`src/panel_pkg.sv`:
```
// Purpose: Shared constants and types for the front-panel port control.
// Assumes: 200 MHz mclk, APB register access with 32-bit data.
// Notes:   Times are kept in ms; cycle counts derive from the clock rate.
package panel_pkg;

  // ----------------------------------------------------------------
  // Sizes
  // ----------------------------------------------------------------
  localparam int NUM_PORTS = 8;
  localparam int SEL_W     = 3;
  localparam int TMR_W     = 16;

  // ----------------------------------------------------------------
  // Timing
  // ----------------------------------------------------------------
  localparam int CLK_KHZ     = 200000;
  localparam int ALL_HOLD_MS = 2500;
  localparam int ONE_HOLD_MS = 1000;
  localparam int DEBOUNCE_MS = 10;
  localparam int BLINK_MS    = 250;
  localparam int SECOND_MS   = 1000;

  localparam logic [31:0] ALL_HOLD_CYC = 32'(ALL_HOLD_MS * CLK_KHZ);
  localparam logic [31:0] ONE_HOLD_CYC = 32'(ONE_HOLD_MS * CLK_KHZ);
  localparam logic [31:0] DEBOUNCE_CYC = 32'(DEBOUNCE_MS * CLK_KHZ);
  localparam logic [31:0] BLINK_CYC    = 32'(BLINK_MS * CLK_KHZ);
  localparam logic [31:0] SECOND_CYC   = 32'(SECOND_MS * CLK_KHZ);

  // ----------------------------------------------------------------
  // Register map (byte addresses)
  // ----------------------------------------------------------------
  localparam logic [7:0] CTRL_OFS       = 8'h00;
  localparam logic [7:0] PORT_ON_OFS    = 8'h04;
  localparam logic [7:0] PORT_OFF_OFS   = 8'h08;
  localparam logic [7:0] RESET_CMD_OFS  = 8'h0C;
  localparam logic [7:0] RESET_DUR_OFS  = 8'h10;
  localparam logic [7:0] BATCH_CMD_OFS  = 8'h14;
  localparam logic [7:0] BATCH_TIME_OFS = 8'h18;
  localparam logic [7:0] STATUS_OFS     = 8'h1C;

  // CTRL fields
  localparam int SKIP_ON_BIT  = 0;
  localparam int SKIP_OFF_BIT = 1;
  localparam int LINK_BIT     = 2;
  localparam int IP_OK_BIT    = 3;
  localparam int BOOT_BIT     = 4;
  localparam int RESTART_BIT  = 5;

  // BATCH_CMD fields, port mask in the low bits
  localparam int BATCH_FIRST_BIT  = 8;
  localparam int BATCH_SECOND_BIT = 9;

  // STATUS fields
  localparam int STAT_MODE_LSB = 4;

  // Reset values
  localparam logic [TMR_W-1:0] RESET_DUR_RST  = 16'h000A;
  localparam logic [TMR_W-1:0] BATCH_TIME_RST = 16'h000A;

  // ----------------------------------------------------------------
  // Front-panel modes
  // ----------------------------------------------------------------
  typedef enum logic [1:0] {
    MODE_IDLE,
    MODE_ALL_ON,
    MODE_ALL_OFF,
    MODE_SINGLE
  } panel_mode_t;

endpackage
```
`src/button_if.sv`:
```
// Purpose: Carries debounced button events to the panel core.
// Assumes: Both ends on mclk.
// Notes:   Press is a one-cycle pulse, held is a level.
`timescale 1ns/1ps
interface button_if;
  logic sel_press;
  logic ok_held;

  modport deb  (output sel_press, output ok_held);
  modport core (input  sel_press, input  ok_held);
endinterface

```
`src/button_debounce.sv`:
```
// Purpose: Synchronise and debounce the select and confirm buttons.
// Assumes: Button pins are active low and asynchronous to mclk.
// Notes:   A level change counts only after it stays stable for the
//          whole debounce time.
`timescale 1ns/1ps
module button_debounce #(
  parameter logic [31:0] DEBOUNCE_CYCLES = panel_pkg::DEBOUNCE_CYC
)(
  // Clock and reset
  input  wire logic mclk,
  input  wire logic srst,
  // Button pins
  input  wire logic btn_select_n,
  input  wire logic btn_ok_n,
  // Debounced events
  button_if.deb     btn
);

  typedef struct packed {
    logic [1:0]       sync1;
    logic [1:0]       sync2;
    logic [1:0]       stable;
    logic [1:0][31:0] cnt;
    logic             press;
  } deb_state_t;

  deb_state_t q;
  deb_state_t n;

  always_comb begin
    n = q;
    n.sync1 = {~btn_ok_n, ~btn_select_n};
    n.sync2 = q.sync1;
    n.press = 1'b0;
    for (int i = 0; i < 2; i++) begin
      // Bounce restarts the count, so one press gives one event
      if (q.sync2[i] == q.stable[i]) begin
        n.cnt[i] = '0;
      end else if (q.cnt[i] == DEBOUNCE_CYCLES - 32'h1) begin
        n.cnt[i]    = '0;
        n.stable[i] = q.sync2[i];
        if (i == 0 && q.sync2[i]) begin
          n.press = 1'b1;
        end
      end else begin
        n.cnt[i] = q.cnt[i] + 32'h1;
      end
    end
  end

  always_ff @(posedge mclk) begin
    if (srst) begin
      q <= '0;
    end else begin
      q <= n;
    end
  end

  assign btn.sel_press = q.press;
  assign btn.ok_held   = q.stable[1];

endmodule

```
`src/front_panel_ctrl.sv`:
```
// Purpose: Front-panel control of relay ports, indicators and timers.
// Assumes: APB slave with no wait state; buttons active low.
// Notes:   Relays change only by srst (power-up), panel, software or port timers.
//
// Decided for this implementation: the address map and the APB interface to the registers.
`timescale 1ns/1ps
module front_panel_ctrl #(
  parameter logic [31:0] SECOND_CYCLES   = panel_pkg::SECOND_CYC,
  parameter logic [31:0] BLINK_CYCLES    = panel_pkg::BLINK_CYC,
  parameter logic [31:0] ALL_HOLD_CYCLES = panel_pkg::ALL_HOLD_CYC,
  parameter logic [31:0] ONE_HOLD_CYCLES = panel_pkg::ONE_HOLD_CYC,
  parameter logic [31:0] DEBOUNCE_CYCLES = panel_pkg::DEBOUNCE_CYC
)(
  // Clock and reset
  input  wire logic                              mclk,
  input  wire logic                              srst,
  // APB slave
  input  wire logic [7:0]                        paddr,
  input  wire logic                              psel,
  input  wire logic                              penable,
  input  wire logic                              pwrite,
  input  wire logic [31:0]                       pwdata,
  output logic      [31:0]                       prdata,
  output logic                                   pready,
  output logic                                   pslverr,
  // Buttons
  input  wire logic                              btn_select_n,
  input  wire logic                              btn_ok_n,
  // Relays and indicators
  output logic      [panel_pkg::NUM_PORTS-1:0]   relay,
  output logic      [panel_pkg::NUM_PORTS-1:0]   led_on,
  output logic      [panel_pkg::NUM_PORTS-1:0]   led_off,
  output logic                                   status_red,
  output logic                                   status_green
);

  localparam int NP = panel_pkg::NUM_PORTS;
  localparam int TW = panel_pkg::TMR_W;
  localparam logic [panel_pkg::SEL_W-1:0] LAST_SEL = 3'(NP - 1);

  typedef struct packed {
    logic [NP-1:0]          relay;
    logic [NP-1:0]          led_on;
    logic [NP-1:0]          led_off;
    logic                   st_red;
    logic                   st_green;
    logic [NP-1:0]          rst_act;
    logic [NP-1:0]          bat_act;
    logic [NP-1:0]          bat_second;
    logic [NP-1:0][TW-1:0]  rst_rem;
    logic [NP-1:0][TW-1:0]  bat_rem;
    logic [TW-1:0]          rst_dur;
    logic [TW-1:0]          bat_time;
    logic                   skip_on;
    logic                   skip_off;
    logic                   link_up;
    logic                   ip_ok;
    logic                   boot;
    panel_pkg::panel_mode_t mode;
    logic [panel_pkg::SEL_W-1:0] sel;
    logic [31:0]            hold_cnt;
    logic                   hold_done;
    logic [31:0]            sec_cnt;
    logic [31:0]            blink_cnt;
    logic                   blink;
    logic                   pready;
    logic                   pslverr;
    logic [31:0]            prdata;
  } panel_state_t;

  panel_state_t q;
  panel_state_t n;
  button_if     btn ();

  logic          sec_tick;
  logic          setup;
  logic          wr;
  logic          hit;
  logic [31:0]   hold_target;
  logic [NP-1:0] wmask;
  logic          base_red;
  logic          base_green;

  // A zero duration would never expire; it runs as one second
  function automatic logic [TW-1:0] at_least_one(input logic [TW-1:0] v);
    return (v == '0) ? 16'h0001 : v;
  endfunction

  // ----------------------------------------------------------------
  // Button conditioning
  // ----------------------------------------------------------------
  button_debounce #(
    .DEBOUNCE_CYCLES (DEBOUNCE_CYCLES)
  ) u_debounce (
    .mclk         (mclk),
    .srst         (srst),
    .btn_select_n (btn_select_n),
    .btn_ok_n     (btn_ok_n),
    .btn          (btn.deb)
  );

  // ----------------------------------------------------------------
  // Next state
  // ----------------------------------------------------------------
  always_comb begin
    n           = q;
    sec_tick    = (q.sec_cnt == SECOND_CYCLES - 32'h1);
    setup       = psel & ~penable;
    wr          = psel & penable & q.pready & pwrite;
    wmask       = pwdata[NP-1:0];
    hold_target = (q.mode == panel_pkg::MODE_SINGLE) ?
                  ONE_HOLD_CYCLES : ALL_HOLD_CYCLES;
    hit         = 1'b1;

    // Dividers
    n.sec_cnt = sec_tick ? '0 : q.sec_cnt + 32'h1;
    if (q.blink_cnt == BLINK_CYCLES - 32'h1) begin
      n.blink_cnt = '0;
      n.blink     = ~q.blink;
    end else begin
      n.blink_cnt = q.blink_cnt + 32'h1;
    end

    // Port timers, one second resolution
    if (sec_tick) begin
      for (int i = 0; i < NP; i++) begin
        if (q.rst_act[i]) begin
          if (q.rst_rem[i] <= 16'h0001) begin
            n.rst_act[i] = 1'b0;
            n.relay[i]   = 1'b1;
          end else begin
            n.rst_rem[i] = q.rst_rem[i] - 16'h0001;
          end
        end
        if (q.bat_act[i]) begin
          if (q.bat_rem[i] <= 16'h0001) begin
            n.bat_act[i] = 1'b0;
            n.relay[i]   = q.bat_second[i];
          end else begin
            n.bat_rem[i] = q.bat_rem[i] - 16'h0001;
          end
        end
      end
    end

    // Mode stepping
    if (btn.sel_press) begin
      n.hold_cnt  = '0;
      n.hold_done = 1'b0;
      case (q.mode)
        panel_pkg::MODE_IDLE: begin
          n.sel = '0;
          if (!q.skip_on) begin
            n.mode = panel_pkg::MODE_ALL_ON;
          end else if (!q.skip_off) begin
            n.mode = panel_pkg::MODE_ALL_OFF;
          end else begin
            n.mode = panel_pkg::MODE_SINGLE;
          end
        end
        panel_pkg::MODE_ALL_ON: begin
          n.sel  = '0;
          n.mode = q.skip_off ? panel_pkg::MODE_SINGLE
                              : panel_pkg::MODE_ALL_OFF;
        end
        panel_pkg::MODE_ALL_OFF: begin
          n.sel  = '0;
          n.mode = panel_pkg::MODE_SINGLE;
        end
        panel_pkg::MODE_SINGLE: begin
          if (q.sel == LAST_SEL) begin
            n.mode = panel_pkg::MODE_IDLE;
          end else begin
            n.sel = q.sel + 3'h1;
          end
        end
        default: begin
          n.mode = panel_pkg::MODE_IDLE;
        end
      endcase
    end else if (!btn.ok_held) begin
      // Release before the target leaves everything as it was
      n.hold_cnt  = '0;
      n.hold_done = 1'b0;
    end else if (!q.hold_done && q.mode != panel_pkg::MODE_IDLE) begin
      if (q.hold_cnt == hold_target - 32'h1) begin
        n.hold_done = 1'b1;
        case (q.mode)
          panel_pkg::MODE_ALL_ON: begin
            n.relay   = '1;
            n.rst_act = '0;
            n.bat_act = '0;
          end
          panel_pkg::MODE_ALL_OFF: begin
            n.relay   = '0;
            n.rst_act = '0;
            n.bat_act = '0;
          end
          default: begin
            n.relay[q.sel]   = ~q.relay[q.sel];
            n.rst_act[q.sel] = 1'b0;
            n.bat_act[q.sel] = 1'b0;
          end
        endcase
      end else begin
        n.hold_cnt = q.hold_cnt + 32'h1;
      end
    end

    // APB decode and read data
    if (paddr == panel_pkg::CTRL_OFS) begin
      n.prdata = 32'({q.boot, q.ip_ok, q.link_up, q.skip_off, q.skip_on});
    end else if (paddr == panel_pkg::PORT_ON_OFS ||
                 paddr == panel_pkg::PORT_OFF_OFS) begin
      n.prdata = 32'(q.relay);
    end else if (paddr == panel_pkg::RESET_CMD_OFS) begin
      n.prdata = 32'(q.rst_act);
    end else if (paddr == panel_pkg::RESET_DUR_OFS) begin
      n.prdata = 32'(q.rst_dur);
    end else if (paddr == panel_pkg::BATCH_CMD_OFS) begin
      n.prdata = 32'(q.bat_act);
    end else if (paddr == panel_pkg::BATCH_TIME_OFS) begin
      n.prdata = 32'(q.bat_time);
    end else if (paddr == panel_pkg::STATUS_OFS) begin
      n.prdata = (32'(q.mode) << panel_pkg::STAT_MODE_LSB) | 32'(q.sel);
    end else begin
      n.prdata = '0;
      hit      = 1'b0;
    end
    if (!setup) begin
      n.prdata = q.prdata;
    end
    n.pready  = setup;
    n.pslverr = setup & ~hit;

    // Register writes, last so software wins over panel and timers
    if (wr) begin
      if (paddr == panel_pkg::CTRL_OFS) begin
        n.skip_on  = pwdata[panel_pkg::SKIP_ON_BIT];
        n.skip_off = pwdata[panel_pkg::SKIP_OFF_BIT];
        n.link_up  = pwdata[panel_pkg::LINK_BIT];
        n.ip_ok    = pwdata[panel_pkg::IP_OK_BIT];
        // Bootloader flag touches indicators only
        n.boot     = pwdata[panel_pkg::BOOT_BIT];
        if (pwdata[panel_pkg::RESTART_BIT]) begin
          // Restart clears the panel, never the relays
          n.mode      = panel_pkg::MODE_IDLE;
          n.sel       = '0;
          n.hold_cnt  = '0;
          n.hold_done = 1'b1;
        end
      end else if (paddr == panel_pkg::PORT_ON_OFS) begin
        n.relay   = n.relay | wmask;
        n.rst_act = n.rst_act & ~wmask;
        n.bat_act = n.bat_act & ~wmask;
      end else if (paddr == panel_pkg::PORT_OFF_OFS) begin
        n.relay   = n.relay & ~wmask;
        n.rst_act = n.rst_act & ~wmask;
        n.bat_act = n.bat_act & ~wmask;
      end else if (paddr == panel_pkg::RESET_CMD_OFS) begin
        for (int i = 0; i < NP; i++) begin
          if (wmask[i] && n.relay[i]) begin
            n.relay[i]   = 1'b0;
            n.rst_act[i] = 1'b1;
            n.rst_rem[i] = at_least_one(q.rst_dur);
            n.bat_act[i] = 1'b0;
          end
        end
      end else if (paddr == panel_pkg::RESET_DUR_OFS) begin
        n.rst_dur = pwdata[TW-1:0];
      end else if (paddr == panel_pkg::BATCH_CMD_OFS) begin
        for (int i = 0; i < NP; i++) begin
          if (wmask[i]) begin
            n.relay[i]      = pwdata[panel_pkg::BATCH_FIRST_BIT];
            n.bat_second[i] = pwdata[panel_pkg::BATCH_SECOND_BIT];
            n.bat_act[i]    = 1'b1;
            n.bat_rem[i]    = at_least_one(q.bat_time);
            n.rst_act[i]    = 1'b0;
          end
        end
      end else if (paddr == panel_pkg::BATCH_TIME_OFS) begin
        n.bat_time = pwdata[TW-1:0];
      end
    end

    // Port indicators
    for (int i = 0; i < NP; i++) begin
      n.led_on[i]  = n.relay[i];
      n.led_off[i] = ~n.relay[i];
      case (n.mode)
        panel_pkg::MODE_ALL_ON: begin
          n.led_on[i]  = q.blink;
          n.led_off[i] = 1'b0;
        end
        panel_pkg::MODE_ALL_OFF: begin
          n.led_on[i]  = 1'b0;
          n.led_off[i] = q.blink;
        end
        panel_pkg::MODE_SINGLE: begin
          if (n.sel == 3'(i)) begin
            n.led_on[i]  = n.relay[i] & q.blink;
            n.led_off[i] = ~n.relay[i] & q.blink;
          end
        end
        default: begin
        end
      endcase
    end

    // Status indicator, orange is red and green together
    base_red   = ~n.link_up | ~n.ip_ok;
    base_green = n.link_up;
    n.st_red   = base_red & (~n.boot | q.blink);
    n.st_green = base_green & (~n.boot | q.blink);
  end

  // ----------------------------------------------------------------
  // State register
  // ----------------------------------------------------------------
  always_ff @(posedge mclk) begin
    if (srst) begin
      q          <= '0;
      q.led_off  <= '1;
      q.st_red   <= 1'b1;
      q.rst_dur  <= panel_pkg::RESET_DUR_RST;
      q.bat_time <= panel_pkg::BATCH_TIME_RST;
    end else begin
      q <= n;
    end
  end

  assign prdata       = q.prdata;
  assign pready       = q.pready;
  assign pslverr      = q.pslverr;
  assign relay        = q.relay;
  assign led_on       = q.led_on;
  assign led_off      = q.led_off;
  assign status_red   = q.st_red;
  assign status_green = q.st_green;

endmodule

```
`config.mk`:
```
export PLATFORM = sky130hd
export DESIGN_NAME = front_panel_ctrl
export DESIGN_NICKNAME = d
export VERILOG_FILES = /design/src/panel_pkg.sv /design/src/button_if.sv /design/src/button_debounce.sv /design/src/front_panel_ctrl.sv
export SDC_FILE = /design/constraint.sdc
export NUM_CORES = 2
export LEC_CHECK = 0
export BUFFER_PORTS_ARGS = -buffer_cell sky130_fd_sc_hd__buf_2
export CORE_MARGIN = 3
export CORE_UTILIZATION = 50
export DETAILED_ROUTE_END_ITERATION = 7
export PLACE_DENSITY = 0.72
export SYNTH_ARGS = -nofsm -noshare
export SYNTH_HDL_FRONTEND = slang
export SYNTH_SLANG_ARGS = --single-unit
export TNS_END_PERCENT = 20
```
`constraint.sdc`:
```
create_clock -name mclk -period 3.6 [get_ports mclk]
set_clock_uncertainty 0.1 [all_clocks]
set_input_delay 0.18 -clock mclk [delete_from_list [all_inputs] [get_ports mclk]]
set_output_delay 0.18 -clock mclk [all_outputs]
set_load 0.02 [all_outputs]
```
==> metrics.txt <==
Hold Path Origin=paddr[1]; YS warnings=0; Net count, final=3,557; Slew Viols, Final=0; largest area contributor in the netlist=dfxtp_1; fmax=~290 MHz; largest net degree at the start of global routing=85; Max VDD drop=roughly 0.00037 V; required time of the critical path=4.04 ns; leakage power=11.7 nW; top cells by area, synth=dfxtp_1 39%, nor2_1 7.8%, xnor2_1 5.8%; Clock Sinks=between 500 and 600; Slew HR=between 20% and 30%; CTS tree=built; Core Region=between 50,000 and 60,000 sq um; sequential share of the synthesized area=roughly 39%; Post-synth EDFFs=0; root buf cell=clkbuf_16; worst setup path startpoint=q[292]; first-pass GRT wire length=128,000 um; dpl hpwl=around 56,000 um; Setup WS pre-CTS=0.166 ns; ANT nets after route=0; die area=between 50,000 and 60,000 sq um; WP data arrival=between 3 and 4 ns; Seq cells post-synth=roughly 540; vias in the first global route=~23,000; asr flop ratio synth=0%; Congestion Overflow GR=0; final WL=between 80,000 and 90,000 um; Layout Utilization=a little under three fifths; PD cells=397 nW/um^2; outcome=finished, final reports clean; top cell type's share of synthesized area=approximately two fifths; DP Cell Count=4,124; Top Usage Layer GRT=met2; Die W=around 240 um; Worst Tran Pin Value=between 1 and 1.5 ns; share of layout cells above drive strength 1=about a tenth; Post-synth top flop=dfxtp_1; startpoint types=register; CTS Buf Count=57; # IOs=around 110; initial antenna violation count=3; Crit. End Element=register; Placed Area=29,000 sq um; reg-to-reg setup timing slack=around 0.11 ns; post-route cell area=approximately 31,000 sq um; met1 Resource Use GR=between 30% and 40%; Post CTS Setup Buffer Count=0; cell count after synthesis=around 3,400; Routed WL per cell=19.1 um; Pre-antenna DRT Iters=7; Distinct cells, synth=84; Clk Latency, worst-skew pair=~0.64 ns; total power=12.4 mW; cell types with the highest counts after synthesis=577 x nor2_1, 535 x dfxtp_1, 282 x nand2_1; worst hold path type=in2reg; fin worst setup slack=0.111 ns; worst-path maximum fanout=22; Post-Syn Area=~28,000 sq um; GRT met3 Usage=approximately 6.2%; endpoints failing setup=0; Sum Neg Setup Slack=0 ns; final hold vios=0; DR vias=25,100; reg-to-reg critical path startpoint=q[292]; Tot GR Track Use=around 27%; Tmin final=between 3 and 4 ns; RD Place Congestion=1.01; vias per cell=roughly 5.9; Min Hold Slack=around 0.077 ns; clock transition at the registers of the reported paths=roughly 0.06 ns; DRC=0; # H-tree levels=2; Port Buffers=74; Max Root-Sink Buffers=3; GR Util met2=about two fifths; P&R area growth vs syn=12.3%; Non-Filler Instances=4,254; initial DRC count=about 2,500; synthesized area per cell=approximately 8 sq um; initial core utilization=slightly above 50%; Die Y=about 240 um; Rows=85; most common cell in the synthesized netlist=nor2_1; max-cap viol count=0; Setup CP Type=reg2reg; RSZ-0062 raised after global routing=no; period utilisation layout=slightly below 100%
critical path: stages (launching register included):
cell      delay, ns
dfxtp_1        0.32
or4_1          0.56
or4_1          0.56
or2_2          0.32
or4_1          0.52
a21oi_2        0.26
o32a_2         0.43
nor2_1         0.08
a211oi_1       0.24
kinds of logic (layout without fill, tap and decap cells):
family                     after synthesis  in the layout  share of synthesized area, %
and+or+nand+nor                       1570           1570                          27.5
AOI/OAI and AO/OA                      526            526                          12.8
muxes                                   80             80                          3.03
other                                    1             18                        0.0135
DFF                                    535            535                          38.5
adders and majority gates               42             42                          1.89
xor gates and xnor gates               359            359                          11.3
buffers and inverters                  306            385                          5.01
placed cells by master (no fill, tap or decap), types with 24 or more instances in the layout:
cell type / synthesis / layout
buf_2: 12 / 73
a211oi_1: 156 / 155
and3_1: 43 / 43
nor2_1: 577 / 576
or4_1: 33 / 33
buf_4: 59 / 107
clkbuf_16: 0 / 57
o21ai_0: 90 / 90
nand3_1: 123 / 123
xor2_1: 175 / 175
o22ai_1: 26 / 26
nand2_1: 282 / 282
inv_1: 70 / 70
mux2i_1: 66 / 66
ha_1: 42 / 42
or3_1: 70 / 70
dlygate4sd3_1: 0 / 24
nor4_1: 91 / 91
nand4_1: 63 / 63
dfxtp_1: 535 / 535
xnor2_1: 184 / 184
nor3_1: 126 / 125
nand2b_1: 30 / 30
a21oi_1: 106 / 106
path summary, 6_finish.rpt:
path / to / depth (start not counted)
worst min-delay path: pslverr / 4
worst max-delay path: q[417] / 8
worst min register to register: q[67] / 1
worst max register to register: q[417] / 8
report_power, final:
part	switching [mW]	total [mW]	leakage [nW]	internal, mW
logic	0.217	0.299	6.41	0.0821
clock network	2.54	6.16	0.956	3.62
registers	0.0112	5.95	4.31	5.93
registers in the layout, summed over array words and instances (netlist names):
register / count
led_off: 8
u_debounce.n: 2
u_debounce.q: 67
led_on: 8
relay: 8
u_debounce.btn.sel_press: 1
status_green: 1
pslverr: 1
prdata: 16
pready: 1
u_debounce.btn.ok_held: 1
q: 420
status_red: 1
routing by layer:
layer / up-vias / part of all wire, %
met1: 11700 / 43
met4: 4 / 4.1
met2: 1062 / 43
met3: 223 / 10
met5: - / 0.023
li1: 12100 / -
cell type report:
class	instances	area, sq um
timing repair buffer	211	1540
tap	739	925
inverter	70	263
sequential	535	10700
antenna	2	5.00
clock buffer	79	1630
fill	4967	23300
multi-input combinational	2593	15800
clock inverter	25	347
timing repair:
| action | in CTS | in global routing |
|---|---|---|
| gates resized for setup | 0 | 2 |
| endpoints found under the setup margin | 0 | 13 |
| hold endpoints to repair | 112 | 0 |
| hold buffers | 24 | 0 |
Note: power is estimated with default switching activity, not from simulation.
